<file path="config.mk">
export PLATFORM = sky130hd
export DESIGN_NAME = iec_top
export DESIGN_NICKNAME = d
export VERILOG_FILES = /design/src/hdl/iec_pkg.sv /design/src/hdl/iec_axis_cmp.sv /design/src/hdl/iec_tap_src.sv /design/src/hdl/iec_top.sv
export VERILOG_INCLUDE_DIRS = /design/src /design/src/hdl
export SDC_FILE = /design/constraint.sdc
export NUM_CORES = 1
export LEC_CHECK = 0
export BUFFER_PORTS_ARGS = -buffer_cell sky130_fd_sc_hd__buf_2
export CAP_MARGIN = 40
export CORE_ASPECT_RATIO = 0.9
export CORE_MARGIN = 4
export CORE_UTILIZATION = 61
export DETAILED_ROUTE_END_ITERATION = 10
export GPL_TIMING_DRIVEN = 0
export PLACE_DENSITY = 0.93
export RECOVER_POWER = 25
export SLEW_MARGIN = 0
export SYNTH_ARGS = -nofsm -noshare
export SYNTH_HDL_FRONTEND = slang
export SYNTH_SLANG_ARGS = --single-unit
</file>
<file path="constraint.sdc">
create_clock -name clk_in -period 13.2 [get_ports clk_in]
set_input_delay 0.66 -clock clk_in [delete_from_list [all_inputs] [get_ports clk_in]]
set_output_delay 0.66 -clock clk_in [all_outputs]
set_load 0.005 [all_outputs]
</file>
<file path="src/hdl/iec_consts.svh">
`ifndef IEC_CONSTS_SVH
`define IEC_CONSTS_SVH

// Register offsets on the serial register port.
`define IEC_OFS_EVT_CFG 8'h34
`define IEC_OFS_EVT_SRC 8'h35
`define IEC_OFS_EVT_THS 8'h36
`define IEC_OFS_EVT_DUR 8'h37
`define IEC_OFS_TAP_CFG 8'h38
`define IEC_OFS_TAP_SRC 8'h39

// Reset values.
`define IEC_RST_BYTE 8'h00
`define IEC_RST_FIELD7 7'h00

// Event configuration fields.
`define IEC_CFG_AND_OR 7
`define IEC_CFG_SIX_DIR 6

// Event source fields.
`define IEC_SRC_ACTIVE 6

// Tap source fields.
`define IEC_TAP_ACTIVE 6
`define IEC_TAP_DOUBLE 5
`define IEC_TAP_SINGLE 4
`define IEC_TAP_SIGN 3

// Boot load time and its length in clock cycles at 50 MHz.
`define IEC_CLK_PERIOD_NS 20
`define IEC_BOOT_TIME_NS 5000
`define IEC_BOOT_CYCLES ((`IEC_BOOT_TIME_NS + `IEC_CLK_PERIOD_NS - 1) / `IEC_CLK_PERIOD_NS)

`endif

</file>
<file path="src/hdl/iec_pkg.sv">
package iec_pkg;

  // Controller state: loading defaults at boot, then normal running.
  typedef enum logic [1:0] {
    IEC_ST_BOOT = 2'b01,
    IEC_ST_RUN = 2'b10
  } iec_state_e;

  // Event mode as {and_or_combine, six_direction_enable}.
  typedef enum logic [1:0] {
    IEC_MODE_OR = 2'b00,
    IEC_MODE_MOVE = 2'b01,
    IEC_MODE_AND = 2'b10,
    IEC_MODE_POS = 2'b11
  } iec_mode_e;

  typedef logic [7:0] iec_byte_t;

endpackage

</file>
<file path="src/hdl/iec_axis_cmp.sv">
`timescale 1ns/1ps

// Compares the magnitude of one axis sample with the threshold.
module iec_axis_cmp #(
  parameter int ACC_W = 12
) (
  // Sample and threshold
  input wire logic signed [ACC_W-1:0] accel_in,
  input wire logic [6:0] ths_in,
  // Comparison results
  output logic above_out,
  output logic below_out,
  output logic positive_out
);

  logic [ACC_W-1:0] mag;
  logic [ACC_W-1:0] ths_ext;

  // The most negative code still fits once taken as unsigned.
  assign mag = accel_in[ACC_W-1] ? (~accel_in + {{(ACC_W-1){1'b0}}, 1'b1}) : accel_in;
  assign ths_ext = {{(ACC_W-7){1'b0}}, ths_in};
  assign above_out = mag > ths_ext;
  assign below_out = mag < ths_ext;
  assign positive_out = ~accel_in[ACC_W-1];

endmodule

</file>
<file path="src/hdl/iec_tap_src.sv">
`timescale 1ns/1ps
`include "iec_consts.svh"

// Tap status flags and the tap interrupt line.
module iec_tap_src (
  // Clock and reset
  input wire logic clk_in,
  input wire logic rst_in,
  // Detector events
  input wire logic tap_hit_in,
  input wire logic [2:0] tap_axis_in,
  input wire logic tap_negative_in,
  input wire logic tap_latency_done_in,
  input wire logic tap_latch_select_in,
  // Host side
  input wire logic src_read_in,
  // Status
  output logic active_out,
  output logic sign_out,
  output logic [2:0] axis_out,
  output logic tap_irq_out
);

  always_ff @(posedge clk_in)
  begin
    if (rst_in)
    begin
      active_out <= 1'b0;
      tap_irq_out <= 1'b0;
    end
    else if (tap_hit_in)
    begin
      // A new tap wins over a read or a window end in the same cycle.
      active_out <= 1'b1;
      tap_irq_out <= 1'b1;
    end
    else if (src_read_in)
    begin
      active_out <= 1'b0;
      // A window end in the same cycle as a read must still drop the line.
      if (tap_latch_select_in || tap_latency_done_in)
        tap_irq_out <= 1'b0;
    end
    else if (!tap_latch_select_in && tap_latency_done_in)
      tap_irq_out <= 1'b0;
  end

  always_ff @(posedge clk_in)
  begin
    if (rst_in)
    begin
      sign_out <= 1'b0;
      axis_out <= 3'h0;
    end
    else if (tap_hit_in)
    begin
      sign_out <= tap_negative_in;
      axis_out <= tap_axis_in;
    end
    else if (src_read_in)
      axis_out <= 3'h0;
  end

endmodule

</file>
<file path="src/hdl/iec_top.sv">
// Function
// - OR or AND of enabled axis conditions
// - Movement mode pulses one sample on entry
// - Position mode holds while inside zone
// - Above-threshold request per axis when enabled
// - Below-threshold request per axis when enabled
// - Config defaults zero; writes only after boot
// - Status active flag plus per-axis flags
// - Status read-only, top bit reads zero
// - Status read clears active flag and pin
// - Threshold is seven-bit unsigned, default zero
// - Condition must persist N sample periods
// - Per-axis double tap enables, default zero
// - Per-axis single tap enables, default zero
// - Tap active flag at bit six
// - Tap status shows double/single enabled
// - Tap sign: zero positive, one negative
// - Per-axis tap detection flags
// - Tap line held per latch select
`timescale 1ns/1ps
`include "iec_consts.svh"

module iec_top
#(
  parameter int ACC_W = 12,
  parameter int BOOT_CYCLES = `IEC_BOOT_CYCLES
) (
  // Clock and reset
  input wire logic clk_in,
  input wire logic rst_in,
  // Register port from the serial interface
  input wire logic [7:0] reg_addr_in,
  input wire logic reg_wr_in,
  input wire iec_pkg::iec_byte_t reg_wdata_in,
  input wire logic reg_rd_in,
  output iec_pkg::iec_byte_t reg_rdata_out,
  output logic boot_done_out,
  // Samples at the output sample rate
  input wire logic sample_valid_in,
  input wire logic signed [ACC_W-1:0] accel_x_in,
  input wire logic signed [ACC_W-1:0] accel_y_in,
  input wire logic signed [ACC_W-1:0] accel_z_in,
  input wire logic event_latch_in,
  // Tap detector
  input wire logic tap_detect_in,
  input wire logic tap_double_in,
  input wire logic [2:0] tap_axis_in,
  input wire logic tap_negative_in,
  input wire logic tap_latency_done_in,
  input wire logic tap_latch_select_in,
  // Interrupt lines
  output logic second_irq_pin_out,
  output logic tap_irq_out
);

  import iec_pkg::*;

  localparam int BOOT_W = $clog2(BOOT_CYCLES + 1);
  localparam logic [BOOT_W-1:0] BOOT_LAST = BOOT_W'(BOOT_CYCLES - 1);

  iec_state_e state_r;
  iec_state_e state_nxt;
  logic [BOOT_W-1:0] boot_cnt_r;

  iec_byte_t evt_cfg_r;
  logic [6:0] evt_ths_r;
  logic [6:0] evt_dur_r;
  logic [5:0] tap_cfg_r;

  logic evt_active_r;
  logic [5:0] evt_flags_r;
  logic [7:0] run_cnt_r;
  logic prev_known_r;

  logic [2:0] above;
  logic [2:0] below;
  logic [2:0] positive;
  logic signed [ACC_W-1:0] accel [3];

  logic [5:0] raw_req;
  logic [5:0] zone_req;
  logic [5:0] en_mask;
  logic [5:0] cur_flags;
  logic cond;
  logic recognised;
  logic fire;
  logic [7:0] run_nxt;
  iec_mode_e mode;

  logic wr_ok;
  logic rd_evt_src;
  logic rd_tap_src;
  logic tap_hit;
  logic tap_active;
  logic tap_sign;
  logic [2:0] tap_axis_flags;
  logic dbl_enabled;
  logic sgl_enabled;

  assign accel[0] = accel_x_in;
  assign accel[1] = accel_y_in;
  assign accel[2] = accel_z_in;

  // Boot sequence: configuration holds its defaults until the load is over.
  always_comb
  begin
    state_nxt = state_r;
    case (state_r)
      IEC_ST_BOOT:
      begin
        if (boot_cnt_r == BOOT_LAST)
          state_nxt = IEC_ST_RUN;
      end
      IEC_ST_RUN:
      begin
        state_nxt = IEC_ST_RUN;
      end
      default:
      begin
        state_nxt = IEC_ST_BOOT;
      end
    endcase
  end

  always_ff @(posedge clk_in)
  begin
    if (rst_in)
      state_r <= IEC_ST_BOOT;
    else
      state_r <= state_nxt;
  end

  always_ff @(posedge clk_in)
  begin
    if (rst_in)
      boot_cnt_r <= '0;
    else if (state_r == IEC_ST_BOOT)
      boot_cnt_r <= boot_cnt_r + BOOT_W'(1);
  end

  always_ff @(posedge clk_in)
  begin
    if (rst_in)
      boot_done_out <= 1'b0;
    else
      boot_done_out <= (state_nxt == IEC_ST_RUN);
  end

  // Writes during boot are dropped, so a host that writes too early loses them.
  assign wr_ok = reg_wr_in && (state_r == IEC_ST_RUN);
  assign rd_evt_src = reg_rd_in && (reg_addr_in == `IEC_OFS_EVT_SRC);
  assign rd_tap_src = reg_rd_in && (reg_addr_in == `IEC_OFS_TAP_SRC);

  always_ff @(posedge clk_in)
  begin
    if (rst_in)
      evt_cfg_r <= `IEC_RST_BYTE;
    else if (wr_ok && reg_addr_in == `IEC_OFS_EVT_CFG)
      evt_cfg_r <= reg_wdata_in;
  end

  always_ff @(posedge clk_in)
  begin
    if (rst_in)
      evt_ths_r <= `IEC_RST_FIELD7;
    else if (wr_ok && reg_addr_in == `IEC_OFS_EVT_THS)
      evt_ths_r <= reg_wdata_in[6:0];
  end

  always_ff @(posedge clk_in)
  begin
    if (rst_in)
      evt_dur_r <= `IEC_RST_FIELD7;
    else if (wr_ok && reg_addr_in == `IEC_OFS_EVT_DUR)
      evt_dur_r <= reg_wdata_in[6:0];
  end

  always_ff @(posedge clk_in)
  begin
    if (rst_in)
      tap_cfg_r <= 6'h00;
    else if (wr_ok && reg_addr_in == `IEC_OFS_TAP_CFG)
      tap_cfg_r <= reg_wdata_in[5:0];
  end

  // Per-axis comparison; bit 2*i is the below flag and 2*i+1 the above flag.
  genvar i;
  generate
    for (i = 0; i < 3; i++)
    begin : g_axis
      iec_axis_cmp #(
        .ACC_W(ACC_W)
      ) u_cmp (
        .accel_in(accel[i]),
        .ths_in(evt_ths_r),
        .above_out(above[i]),
        .below_out(below[i]),
        .positive_out(positive[i])
      );
      assign raw_req[2*i+1] = above[i];
      assign raw_req[2*i] = below[i];
      // A known zone is one axis past the threshold with the other two inside it.
      assign zone_req[2*i+1] = above[i] && positive[i] && (above & ~(3'b001 << i)) == 3'h0;
      assign zone_req[2*i] = above[i] && !positive[i] && (above & ~(3'b001 << i)) == 3'h0;
    end
  endgenerate

  assign en_mask = evt_cfg_r[5:0];
  assign mode = iec_mode_e'({evt_cfg_r[`IEC_CFG_AND_OR], evt_cfg_r[`IEC_CFG_SIX_DIR]});

  always_comb
  begin
    cur_flags = 6'h00;
    cond = 1'b0;
    case (mode)
      IEC_MODE_OR:
      begin
        cur_flags = raw_req & en_mask;
        cond = |cur_flags;
      end
      IEC_MODE_AND:
      begin
        cur_flags = raw_req & en_mask;
        cond = (|en_mask) && ((raw_req | ~en_mask) == 6'h3F);
      end
      IEC_MODE_MOVE, IEC_MODE_POS:
      begin
        cur_flags = zone_req & en_mask;
        cond = |cur_flags;
      end
      default:
      begin
        cur_flags = 6'h00;
        cond = 1'b0;
      end
    endcase
  end

  // Consecutive samples with the condition true, saturating at its top.
  always_comb
  begin
    if (!cond)
      run_nxt = 8'h00;
    else if (run_cnt_r == 8'hFF)
      run_nxt = run_cnt_r;
    else
      run_nxt = run_cnt_r + 8'h01;
  end

  // The condition must have held for at least N earlier periods as well as the current one.
  assign recognised = cond && (run_nxt > {1'b0, evt_dur_r});

  always_comb
  begin
    case (mode)
      IEC_MODE_MOVE:
        fire = recognised && !prev_known_r;
      IEC_MODE_POS:
        fire = recognised;
      default:
        fire = recognised;
    endcase
  end

  always_ff @(posedge clk_in)
  begin
    if (rst_in)
    begin
      run_cnt_r <= 8'h00;
      prev_known_r <= 1'b0;
    end
    else if (sample_valid_in)
    begin
      run_cnt_r <= run_nxt;
      prev_known_r <= recognised;
    end
  end

  // Event status. Unlatched, every sample rewrites it. Latched, it holds
  // the first event until a status read opens it again.
  always_ff @(posedge clk_in)
  begin
    if (rst_in)
    begin
      evt_active_r <= 1'b0;
      evt_flags_r <= 6'h00;
    end
    else if (sample_valid_in && !event_latch_in)
    begin
      evt_active_r <= fire;
      evt_flags_r <= fire ? cur_flags : 6'h00;
    end
    else if (sample_valid_in && fire && (!evt_active_r || rd_evt_src))
    begin
      evt_active_r <= 1'b1;
      evt_flags_r <= cur_flags;
    end
    else if (rd_evt_src)
    begin
      evt_active_r <= 1'b0;
      if (event_latch_in)
        evt_flags_r <= 6'h00;
    end
  end

  // The pin is its own register updated like the active flag, so a read drops both together.
  always_ff @(posedge clk_in)
  begin
    if (rst_in)
      second_irq_pin_out <= 1'b0;
    else if (sample_valid_in && (!event_latch_in || !evt_active_r || rd_evt_src))
      second_irq_pin_out <= fire;
    else if (sample_valid_in && event_latch_in && fire)
      second_irq_pin_out <= 1'b1;
    else if (rd_evt_src)
      second_irq_pin_out <= 1'b0;
  end

  // Tap requests pass only on axes whose enable matches the tap kind.
  always_comb
  begin
    tap_hit = 1'b0;
    for (int k = 0; k < 3; k++)
    begin
      if (tap_axis_in[k] && tap_cfg_r[2*k + (tap_double_in ? 1 : 0)])
        tap_hit = tap_detect_in;
    end
  end

  assign dbl_enabled = tap_cfg_r[1] | tap_cfg_r[3] | tap_cfg_r[5];
  assign sgl_enabled = tap_cfg_r[0] | tap_cfg_r[2] | tap_cfg_r[4];

  iec_tap_src u_tap (
    .clk_in(clk_in),
    .rst_in(rst_in),
    .tap_hit_in(tap_hit),
    .tap_axis_in(tap_axis_in),
    .tap_negative_in(tap_negative_in),
    .tap_latency_done_in(tap_latency_done_in),
    .tap_latch_select_in(tap_latch_select_in),
    .src_read_in(rd_tap_src),
    .active_out(tap_active),
    .sign_out(tap_sign),
    .axis_out(tap_axis_flags),
    .tap_irq_out(tap_irq_out)
  );

  // Read data appears one cycle after the strobe and shows pre-clear status.
  always_ff @(posedge clk_in)
  begin
    if (rst_in)
      reg_rdata_out <= `IEC_RST_BYTE;
    else if (reg_rd_in)
    begin
      if (reg_addr_in == `IEC_OFS_EVT_CFG)
        reg_rdata_out <= evt_cfg_r;
      else if (reg_addr_in == `IEC_OFS_EVT_SRC)
        reg_rdata_out <= {1'b0, evt_active_r, evt_flags_r};
      else if (reg_addr_in == `IEC_OFS_EVT_THS)
        reg_rdata_out <= {1'b0, evt_ths_r};
      else if (reg_addr_in == `IEC_OFS_EVT_DUR)
        reg_rdata_out <= {1'b0, evt_dur_r};
      else if (reg_addr_in == `IEC_OFS_TAP_CFG)
        reg_rdata_out <= {2'b00, tap_cfg_r};
      else if (reg_addr_in == `IEC_OFS_TAP_SRC)
        reg_rdata_out <= {1'b0, tap_active, dbl_enabled, sgl_enabled, tap_sign,
                          tap_axis_flags};
      else
        reg_rdata_out <= `IEC_RST_BYTE;
    end
  end

endmodule

</file>
==> results of run 1 <==
final cells by class:
class / count / area, µm²
Buffer: 22 / 85.1
Clock buffer: 9 / 124
Clock inverter: 7 / 113
Fill cell: 533 / 2040
Inverter: 30 / 113
Multi-Input combinational cell: 471 / 3270
Sequential cell: 70 / 1400
Tap cell: 96 / 120
Timing Repair Buffer: 78 / 390
cell usage after synthesis, drive strengths merged, types with 5 or more instances:
library cell and n:
a21o 6, ha 36, a41o 5, nor2 79, xor2 9, nand4 14
mux2i 40, or3 7, a211oi 9, o21ai 19, a32o 6, inv 30
and2 10, a21oi 27, nor2b 5, a31oi 7, xnor2 19, dfxtp 70
o31ai 5, clkbuf 18, nand2b 10, nor4 7, nand2 39, nand3 29
a222oi 7, nor3 14, and3 8
registers in the layout, indices dropped and copies added, names as in the netlist:
signal	count
reg_rdata_out	8
tap_cfg_r	6
u_tap.active_out	1
evt_cfg_r	8
run_cnt_r	8
prev_known_r	1
state_r	2
boot_cnt_r	8
evt_ths_r	7
evt_active_r	1
u_tap.tap_irq_out	1
evt_flags_r	6
u_tap.sign_out	1
boot_done_out	1
second_irq_pin_out	1
evt_dur_r	7
u_tap.axis_out	3
layer usage:
layer  track usage (%)  routed length [µm]  up-vias
li1                  -                   -     2379
met1              37.4                5590     2345
met2              47.2                6330      307
met3              6.70                1400       39
met4              10.1                 347        0
met5                 0                   0        -
report_power, final:
group          total [W]  internal (W)  switching, W
Combinational  0.0000719     0.0000296     0.0000423
Clock           0.000206      0.000124     0.0000820
Sequential      0.000215      0.000213    0.00000160
Total           0.000493      0.000367      0.000126
through the flow:
stage	hold WS, ps	cell area [µm²]	total power, W
after floorplan	441	4870	0.000261
after detailed placement	462	5390	0.000289
after CTS	484	5620	0.000491
final	482	5610	0.000493
after global routing	506	5610	0.000510
after global placement	449	5360	0.000284
cell families after synthesis:
logic type | share of synthesized area [%]
xor gates and xnor gates | 5.04
adders and majority gates | 9.26
muxes | 8.92
AOI/OAI and AO/OA | 19.0
DFF | 28.8
and+or+nand+nor | 24.9
buffers and inverters | 4.06
worst max path at each step:
stage	depth (start not counted)	slack [ps]	endpoint	start
final	24	7450	evt_flags_r[0]$_SDFFE_PP0P_	accel_z_in[11]
after global routing	24	7020	evt_flags_r[2]$_SDFFE_PP0P_	accel_z_in[11]
after global placement	24	7590	evt_flags_r[0]$_SDFFE_PP0P_	accel_z_in[11]
after CTS	24	7590	evt_flags_r[0]$_SDFFE_PP0P_	accel_z_in[11]
after detailed placement	24	7280	evt_flags_r[2]$_SDFFE_PP0P_	accel_z_in[11]
after floorplan	24	8120	evt_flags_r[0]$_SDFFE_PP0P_	accel_y_in[11]
worst reg2reg max path: cells and delay by family, from the launching register on:
kind	cells	cell delay [ps]
fa+ha+maj	2	680
buf+inv	2	470
compound gates	14	2980
simple gates	3	430
flops	1	350
==> impl_metrics.py, run 1 <==
metrics = {
    "status": {
        "run_status": "finished clean",
    },
    "clock_network": {
        "number_of_clock_sinks": 70,
        "postCtsResizedCells": 0,
        "clock_tree_from_tritoncts": "built",
        "ctsLongestPathBuffers": 2,
        "number_of_buffers_inserted_by_hold_repair_at_cts": 0,
        "cts-buffers-inserted": 9,
        "cts.htree.levels": 3,
        "worst_skew_pair.late_latency_ps": 350,
        "clk_root_buffer_cell": "clkbuf_8",
        "post_cts.repair.setup_buffers": 0,
        "clock_slew_at_the_register_clock_pins_of_the_worst_setup_and_hold_paths_ps": 70,
    },
    "drt": {
        "drt_pass1_iterations": 5,
        "drt_iter0_markers": 560,
        "route.detailed.vias_per_inst": 6.48,
        "routed_wire_length_per_instance_um": 17.5,
        "detail-route-antenna-nets": 0,
        "post-route-drc-count": 0,
        "detail_route.wirelength_um": 13700,
        "route.vias.total": 5070,
    },
    "worst_setup_path": {
        "worst_ep_required_time_ps": 13440,
        "critPathKind": "input pin to flip-flop",
        "end_kind": "flip-flop",
        "cp_buf_inv_count": 3,
        "arrival_ps": 5990,
        "max_stage_delay_ps": 410,
        "startpoint_type": "input pin",
        "timing.critical_path.cells": "buf_2 -> clkbuf_1 -> o31ai_1 -> xnor2_1 -> ha_1 -> a21oi_1 -> a31oi_1 -> a211oi_1 -> o221a_2 -> a222oi_1 -> a31oi_1 -> a32o_2 -> clkbuf_1 -> nor2_1 -> ha_1 -> nor2b_1 -> o21a_1 -> o21a_1 -> o21a_1 -> o21ai_0 -> a21o_1 -> a211o_1 -> o221a_2 -> a22o_1",
        "cpMaxStageDelayCell": "clkbuf_1",
        "capturing_point_of_the_worst_reg2reg_path": "evt_flags_r[0]$_SDFFE_PP0P_",
        "worst_path_most_repeated_cell": "o21a_1",
        "worst_path_dominant_cell_family": "compound AO/OA/AOI/OAI gates",
        "worstPathMaxFanout": 10,
        "r2r_cells": 21,
        "regToRegStartpoint": "evt_ths_r[3]$_SDFFE_PP0P_",
        "reg2reg_slack_ps": 8170,
    },
    "sta": {
        "fmax_mhz": 174,
        "grt_setup_unrepaired": "no",
        "worst_slew_margin_rel_pct": 33.0,
        "worst_setup_slack_final_ps": 7450,
        "period_minus_slack_ps": 5750,
        "timing_max_transition_violations_final": 0,
        "worst_slew_pin_slew_ps": 991,
        "final.period_utilization_pct": 43.6,
        "report.final.hold_viol_count": 0,
        "fin_tns_setup_ps": 0,
        "fin_worst_skew_ps": 4.05,
        "finalSetupViolCount": 0,
    },
    "placement": {
        "routabilityCongestion": 0.939,
        "detailed_placement_hpwl_um": 10500,
        "pre_cts_slack_ps": 7280,
        "numPortBuffers": 74,
        "placed_cells_incl_taps": 767,
    },
    "power": {
        "power-per-cell-area_nw_per_um2": 87.8,
        "worst_ir_drop_vdd_mv": 0.0807,
        "lkg_pwr_nw": 2.28,
    },
    "logic_synthesis": {
        "synth_top_area_cell": "dfxtp_1",
        "ys_top_cells_by_area": "dfxtp_1 (29%), ha_1 (9.3%), mux2i_1 (8.2%)",
        "synth_edf_count": 0,
        "synth.net_count": 695,
        "postSynthRegisterBits": 70,
        "yosysWarningCount": 0,
        "synth.lib_cells_used.distinct": 58,
        "post_synth_inst_count": 593,
        "synth.cell_area_um2": 4870,
        "post_synthesis_async_set_or_reset_flop_share_pct": 0,
        "ys_seq_area_share_pct": 28.8,
        "yosys_top_cell_area_share_pct": 28.8,
        "top_reg_cell_synth": "dfxtp_1",
        "synth.avg_cell_area_um2": 8.21,
    },
    "die": {
        "core_region_area_um2": 7660,
        "top_level_ports": 77,
        "chipHeight_um": 92.7,
        "die_width_um": 102,
        "core.rowCount": 30,
        "initial_utilization_pct": 63.5,
        "die_outline_area_um2": 9470,
    },
    "final_layout": {
        "layout-area-overhead-vs-synth_pct": 15.4,
        "design.final.nets": 784,
        "postLayoutCoreUtil_pct": 73.3,
        "commonest_cells_after_routing_fill_and_taps_aside": "nor2_1 (79), dfxtp_1 (70), buf_2 (69), mux2i_1 (40), nand2_1 (39)",
        "final_cell_count_without_fillers": 783,
        "mostFrequentLayoutCell": "nor2_1",
        "antenna_cells": 0,
        "share_of_final_layout_standard_cells_stronger_than_drive_strength_1_pct": 15.3,
    },
    "flow_run": {
        "cap_viol_max_count": 0,
    },
    "grt": {
        "global_route.overflow_total": 0,
        "first_global_vias": 4789,
        "first_pass_grt_wire_length_um": 22300,
        "grt_antenna_before_repair": 0,
        "grt_max_degree": 13,
        "globalRouteTotalUtil_pct": 29.0,
    },
    "worst_hold_path": {
        "min_delay_path_depth": 1,
        "min_from": "evt_flags_r[4]$_SDFFE_PP0P_",
        "min_delay_worst_endpoint": "evt_flags_r[4]$_SDFFE_PP0P_",
        "min-delay-path-class": "flip-flop to flip-flop",
    },
}
Note: power is estimated with default switching activity, not from simulation.
==> inputs of run 2 (changes only) <==
--- a/config.mk
+++ b/config.mk
@@ -10,10 +10,10 @@
 export CAP_MARGIN = 40
 export CORE_ASPECT_RATIO = 0.9
 export CORE_MARGIN = 4
-export CORE_UTILIZATION = 61
+export CORE_UTILIZATION = 58
 export DETAILED_ROUTE_END_ITERATION = 10
 export GPL_TIMING_DRIVEN = 0
-export PLACE_DENSITY = 0.93
+export PLACE_DENSITY = 0.89
 export RECOVER_POWER = 25
 export SLEW_MARGIN = 0
 export SYNTH_ARGS = -nofsm -noshare
==> constraint.sdc (replaced) <==
create_clock -name clk_in -period 5.85 [get_ports clk_in]
set_input_delay 0.2925 -clock clk_in [delete_from_list [all_inputs] [get_ports clk_in]]
set_output_delay 0.2925 -clock clk_in [all_outputs]
set_load 0.005 [all_outputs]
==> run 2 against run 1 <==
Register-to-register slack got worse by 7300 ps. Via count decreased by 2.7%. Die area increased by 4.7%. Worst setup slack got worse by 6800 ps. Global-route usage decreased by 2.0 points. Largest cell class unchanged. Clock skew increased by 2.0 ps.
==> impl_metrics.py, run 2 (synthesis results as in run 1) <==
metrics = {
    "status": {
        "run_status": "finished clean",
    },
    "clock_network": {
        "worst_skew_pair.late_latency_ps": 360,
        "post_cts.repair.setup_buffers": 0,
        "ctsLongestPathBuffers": 2,
        "number_of_buffers_inserted_by_hold_repair_at_cts": 0,
        "clock_slew_at_the_register_clock_pins_of_the_worst_setup_and_hold_paths_ps": 70,
        "cts.htree.levels": 3,
        "cts-buffers-inserted": 9,
        "clock_tree_from_tritoncts": "built",
        "postCtsResizedCells": 0,
        "number_of_clock_sinks": 70,
        "clk_root_buffer_cell": "clkbuf_8",
    },
    "grt": {
        "globalRouteTotalUtil_pct": 27.0,
        "grt_max_degree": 13,
        "first_pass_grt_wire_length_um": 22100,
        "global_route.overflow_total": 0,
        "grt_antenna_before_repair": 0,
        "first_global_vias": 4814,
    },
    "drt": {
        "uppermost_layer_routed": "met4",
        "met2_length_um": 6240,
        "drt_pass1_iterations": 6,
        "route.detailed.vias_per_inst": 6.28,
        "route.vias.total": 4934,
        "detailroute.wirelength.met3_um": 1180,
        "drt_iter0_markers": 430,
        "wirelength_met1_um": 5690,
        "detail_route.wirelength_um": 13300,
        "post-route-drc-count": 0,
        "routed_wire_length_per_instance_um": 16.9,
        "detail-route-antenna-nets": 0,
    },
    "sta": {
        "timing_max_transition_violations_final": 0,
        "fin_worst_skew_ps": 6.08,
        "worst_slew_pin_slew_ps": 807,
        "fmax_mhz": 190,
        "period_minus_slack_ps": 5250,
        "worst_slew_margin_rel_pct": 45.4,
        "report.final.hold_viol_count": 0,
        "finalSetupViolCount": 0,
        "fin_tns_setup_ps": 0,
        "grt_setup_unrepaired": "no",
        "final.period_utilization_pct": 89.7,
    },
    "final_layout": {
        "commonest_cells_after_routing_fill_and_taps_aside": "nor2_1 (79), buf_2 (74), dfxtp_1 (70), mux2i_1 (40), nand2_1 (39)",
        "antenna_cells": 0,
        "share_of_final_layout_standard_cells_stronger_than_drive_strength_1_pct": 16.0,
        "final_cell_count_without_fillers": 786,
        "layout-area-overhead-vs-synth_pct": 15.3,
        "mostFrequentLayoutCell": "nor2_1",
        "design.final.nets": 784,
    },
    "worst_setup_path": {
        "timing.critical_path.cells": "buf_2 -> clkbuf_1 -> o31ai_1 -> xnor2_1 -> ha_1 -> a21oi_1 -> a31oi_1 -> a211o_1 -> a211oi_1 -> nand2_1 -> a31oi_1 -> a32o_2 -> clkbuf_1 -> nor2_1 -> ha_1 -> nor2b_1 -> o21a_1 -> o21a_1 -> o21a_1 -> o21ai_0 -> a21o_1 -> and2_1 -> nor4_4 -> a32o_1",
        "cp_num_cells": 24,
        "worst_path_most_repeated_cell": "o21a_1",
        "critPathKind": "input pin to flip-flop",
        "cpMaxStageDelayCell": "nor4_4",
        "crit_path_launch": "accel_y_in[11]",
        "startpoint_type": "input pin",
        "worst_ep_required_time_ps": 6150,
        "worstPathMaxFanout": 10,
        "critical_path.endpoint": "evt_flags_r[5]$_SDFFE_PP0P_",
        "regToRegStartpoint": "evt_ths_r[3]$_SDFFE_PP0P_",
        "reg2reg_slack_ps": 900,
        "max_stage_delay_ps": 490,
        "end_kind": "flip-flop",
        "r2r_cells": 21,
        "cp_buf_inv_count": 3,
        "arrival_ps": 5550,
        "worst_path_dominant_cell_family": "compound AO/OA/AOI/OAI gates",
        "capturing_point_of_the_worst_reg2reg_path": "evt_flags_r[5]$_SDFFE_PP0P_",
    },
    "power": {
        "power-per-cell-area_nw_per_um2": 193,
        "switching_share_pct": 26.3,
        "share_comb_of_total_power_pct": 14.9,
        "lkg_pwr_nw": 2.29,
        "sequentialPowerShare_pct": 44.8,
        "cellInternalPower_w": 0.000797,
        "worst_ir_drop_vdd_mv": 0.146,
        "switchingPower_w": 0.000284,
        "clock_power_share_pct": 40.3,
    },
    "die": {
        "initial_utilization_pct": 60.0,
        "top_level_ports": 77,
        "die_outline_area_um2": 9920,
        "core.rowCount": 31,
        "core_region_area_um2": 8110,
        "chipHeight_um": 94.9,
        "die_width_um": 105,
    },
    "placement": {
        "detailed_placement_hpwl_um": 10500,
        "routabilityCongestion": 0.941,
        "placed_cells_incl_taps": 770,
        "numPortBuffers": 74,
    },
    "worst_hold_path": {
        "min-delay-path-class": "input pin to flip-flop",
    },
    "flow_run": {
        "cap_viol_max_count": 0,
    },
}
==> run 2: changes by cell type in the layout (fill, tap and decap cells not counted), sizes merged <==
cell      delta
clkinv       -1
bufinv       -1
clkinvlp     +1
buf          +6
clkbuf       -5
==> run 2: power by group through the flow <==
stage	registers, W	clock network, W	logic (W)
6_report	0.000484	0.000436	0.000161
5_1_grt	0.000485	0.000461	0.000181
4_1_cts	0.000484	0.000438	0.000159
3_5_place_dp	0.000495	0	0.000158
3_3_place_gp	0.000495	0	0.000148
2_1_floorplan	0.000495	0	0.0000940
==> run 2: layout make-up <==
class	count	area, µm²
inverters	30	113
fillers	612	2500
clock inverters	6	85.1
repair buffers	78	397
flip-flops and latches	70	1400
plain buffers	22	85.1
multi-input cells	471	3270
clock buffers	10	138
well taps	99	124
==> run 2: worst min path at each step <==
stage / slack, ps / start / cells past startpoint / endpoint
CTS: 180 / tap_negative_in / 3 / u_tap.sign_out$_SDFFE_PP0P_
global route: 220 / tap_negative_in / 3 / u_tap.sign_out$_SDFFE_PP0P_
detailed placement: 460 / evt_flags_r[5]$_SDFFE_PP0P_ / 1 / evt_flags_r[5]$_SDFFE_PP0P_
global placement: 460 / evt_flags_r[1]$_SDFFE_PP0P_ / 1 / evt_flags_r[1]$_SDFFE_PP0P_
floorplan: 440 / reg_wdata_in[0] / 2 / evt_dur_r[0]$_SDFFE_PP0P_
finish: 180 / tap_negative_in / 3 / u_tap.sign_out$_SDFFE_PP0P_
==> run 2: routing by layer <==
layer  track usage [%]  up-vias
met4              6.09        0
met2              46.0      228
met1              35.2     2324
met5                 0        -
li1                  -     2362
met3              6.02       20
==> run 2: per-stage QoR <==
| stage | hold WS, ps | power, W | instance area, µm² | utilization [%] | setup WS, ps |
|---|---|---|---|---|---|
| floorplan | 436 | 0.000589 | 4870 | - | 1140 |
| finish | 185 | 0.00108 | 5610 | 69.2 | 600 |
| global route | 223 | 0.00113 | 5610 | 69.2 | 142 |
| detailed placement | 460 | 0.000653 | 5390 | 66.5 | 321 |
| CTS | 182 | 0.00108 | 5610 | 69.3 | 676 |
| global placement | 457 | 0.000643 | 5360 | 66.1 | 567 |
==> run 2: worst reg2reg max path: stages (launching register included) <==
cell	delay, ps
dfxtp_1	360
inv_1	100
ha_1	350
a21oi_1	160
a31oi_1	120
a211o_1	300
a211oi_1	440
nand2_1	100
a31oi_1	170
a32o_2	290
clkbuf_1	380
nor2_1	100
ha_1	310
nor2b_1	140
o21a_1	120
o21a_1	100
o21a_1	110
o21ai_0	100
a21o_1	200
and2_1	200
nor4_4	490
a32o_1	250
==> inputs of run 3 (changes only) <==
--- a/config.mk
+++ b/config.mk
@@ -6,14 +6,14 @@
 export SDC_FILE = /design/constraint.sdc
 export NUM_CORES = 1
 export LEC_CHECK = 0
-export BUFFER_PORTS_ARGS = -buffer_cell sky130_fd_sc_hd__buf_2
+export BUFFER_PORTS_ARGS = -buffer_cell sky130_fd_sc_hd__clkbuf_2
 export CAP_MARGIN = 40
 export CORE_ASPECT_RATIO = 0.9
 export CORE_MARGIN = 4
-export CORE_UTILIZATION = 58
+export CORE_UTILIZATION = 30
 export DETAILED_ROUTE_END_ITERATION = 10
 export GPL_TIMING_DRIVEN = 0
-export PLACE_DENSITY = 0.89
+export PLACE_DENSITY = 0.56
 export RECOVER_POWER = 25
 export SLEW_MARGIN = 0
 export SYNTH_ARGS = -nofsm -noshare
==> run 3 against run 2 <==
Combinational power hardly changed. Design area is 3.9% higher. Non-clock buffer count stayed put. Clock power grew 35%. Wire length grew 4.0%. Utilization fell by 32 points. Clock skew grew 2.8 ps. Die area rose by 85%. Global-route usage shrank 12 points. Critical endpoint is now evt_flags_r[4]$_SDFFE_PP0P_.
==> impl_metrics.py, run 3 (synthesis results as in run 1) <==
metrics = {
    "status": {
        "run_status": "finished clean",
    },
    "drt": {
        "detail-route-antenna-nets": 0,
        "wirelength_met1_um": 6530,
        "detail_route.wirelength_um": 13800,
        "drt_iter0_markers": 364,
        "route.detailed.vias_per_inst": 5.31,
        "detailroute.wirelength.met3_um": 835,
        "routed_wire_length_per_instance_um": 15.5,
        "met2_length_um": 6190,
        "route.vias.total": 4725,
        "uppermost_layer_routed": "met4",
        "drt_pass1_iterations": 5,
        "post-route-drc-count": 0,
    },
    "die": {
        "core_region_area_um2": 15700,
        "initial_utilization_pct": 31.1,
        "die_width_um": 142,
        "die_outline_area_um2": 18300,
        "core.rowCount": 43,
        "top_level_ports": 77,
        "chipHeight_um": 129,
    },
    "grt": {
        "grt_max_degree": 13,
        "global_route.overflow_total": 0,
        "first_global_vias": 4408,
        "grt_antenna_before_repair": 0,
        "first_pass_grt_wire_length_um": 21800,
        "globalRouteTotalUtil_pct": 14.8,
    },
    "sta": {
        "period_minus_slack_ps": 5160,
        "report.final.hold_viol_count": 0,
        "fin_worst_skew_ps": 8.86,
        "finalSetupViolCount": 0,
        "fmax_mhz": 194,
        "worst_slew_pin_slew_ps": 788,
        "worst_slew_margin_rel_pct": 47.4,
        "timing_max_transition_violations_final": 0,
        "worst_setup_slack_final_ps": 685,
        "fin_tns_setup_ps": 0,
        "grt_setup_unrepaired": "no",
        "final.period_utilization_pct": 88.3,
    },
    "worst_setup_path": {
        "worst_ep_required_time_ps": 6120,
        "arrival_ps": 5440,
        "critPathKind": "input pin to flip-flop",
        "startpoint_type": "input pin",
        "worstPathMaxFanout": 10,
        "end_kind": "flip-flop",
    },
    "power": {
        "lkg_pwr_nw": 2.34,
        "design_power_total_w": 0.00123,
        "power-per-cell-area_nw_per_um2": 211,
        "worst_ir_drop_vdd_mv": 0.108,
    },
    "clock_network": {
        "postCtsResizedCells": 0,
        "worst_skew_pair.late_latency_ps": 340,
        "cts-buffers-inserted": 9,
        "clock_slew_at_the_register_clock_pins_of_the_worst_setup_and_hold_paths_ps": 60,
        "post_cts.repair.setup_buffers": 0,
        "clock_tree_from_tritoncts": "built",
        "clk_root_buffer_cell": "clkbuf_16",
        "number_of_clock_sinks": 70,
        "ctsLongestPathBuffers": 2,
        "cts.htree.levels": 3,
        "number_of_buffers_inserted_by_hold_repair_at_cts": 0,
    },
    "placement": {
        "pre_cts_slack_ps": 378,
        "detailed_placement_hpwl_um": 11000,
        "numPortBuffers": 74,
        "routabilityCongestion": 0.852,
        "placed_cells_incl_taps": 873,
    },
    "final_layout": {
        "postLayoutCoreUtil_pct": 37.2,
        "commonest_cells_after_routing_fill_and_taps_aside": "nor2_1 (79), dfxtp_1 (70), clkbuf_2 (67), mux2i_1 (40), nand2_1 (39)",
        "final.fill_count": 1591,
        "layout-area-overhead-vs-synth_pct": 19.8,
        "design.final.nets": 784,
        "antenna_cells": 0,
        "mostFrequentLayoutCell": "nor2_1",
        "final_cell_count_without_fillers": 889,
        "share_of_final_layout_standard_cells_stronger_than_drive_strength_1_pct": 15.6,
        "multiInputGateArea_um2": 3270,
        "seq_area_um2": 1400,
    },
    "worst_hold_path": {
        "min-delay-path-class": "input pin to flip-flop",
    },
    "flow_run": {
        "cap_viol_max_count": 0,
    },
}
## run 3: through the flow
stage,instance area (µm²),hold slack [ps]
2_1_floorplan,4870,436
3_3_place_gp,5490,455
3_5_place_dp,5520,458
4_1_cts,5840,215
5_1_grt,5830,240
6_report,5830,215
## run 3: per-layer routing
layer	vias up	GRT usage [%]
met2	141	23.9
met1	2200	20.3
met4	0	3.44
li1	2368	-
met3	16	3.27
met5	-	0
## run 3: power by group
part	total (W)	switching (W)	internal (W)	leakage, nW
combinational	0.000159	0.0000930	0.0000662	1.62
clock	0.000588	0.000205	0.000383	0.154
sequential	0.000485	0.00000352	0.000481	0.565
## run 3: worst paths after layout
path / from / to / slack (ps) / cells past startpoint
max reg2reg: evt_ths_r[3]$_SDFFE_PP0P_ / evt_flags_r[4]$_SDFFE_PP0P_ / 1020 / 21
min: tap_negative_in / u_tap.sign_out$_SDFFE_PP0P_ / 210 / 3
min reg2reg: evt_flags_r[1]$_SDFFE_PP0P_ / evt_flags_r[1]$_SDFFE_PP0P_ / 470 / 1
max: accel_y_in[11] / evt_flags_r[4]$_SDFFE_PP0P_ / 690 / 24
## run 3: cell type report
type,count,area share [%]
clock buffers,10,4.10
well taps,202,4.33
flip-flops and latches,70,24.0
clock inverters,6,1.46
plain buffers,22,1.46
inverters,30,1.93
multi-input cells,471,56.0
repair buffers,78,6.65
## run 3: worst max-delay path, stage by stage
cell	delay, ps
buf_2	140
clkbuf_1	360
o31ai_1	170
xnor2_1	220
ha_1	300
a21oi_1	150
a31oi_1	110
a211o_1	300
a211oi_1	470
nand2_1	100
a31oi_1	160
a32o_2	270
clkbuf_1	360
nor2_1	100
ha_1	300
nor2b_1	130
o21a_1	120
o21a_1	100
o21a_1	100
o21ai_0	70
a21o_1	190
and2_1	190
nor4_4	480
a32o_1	250
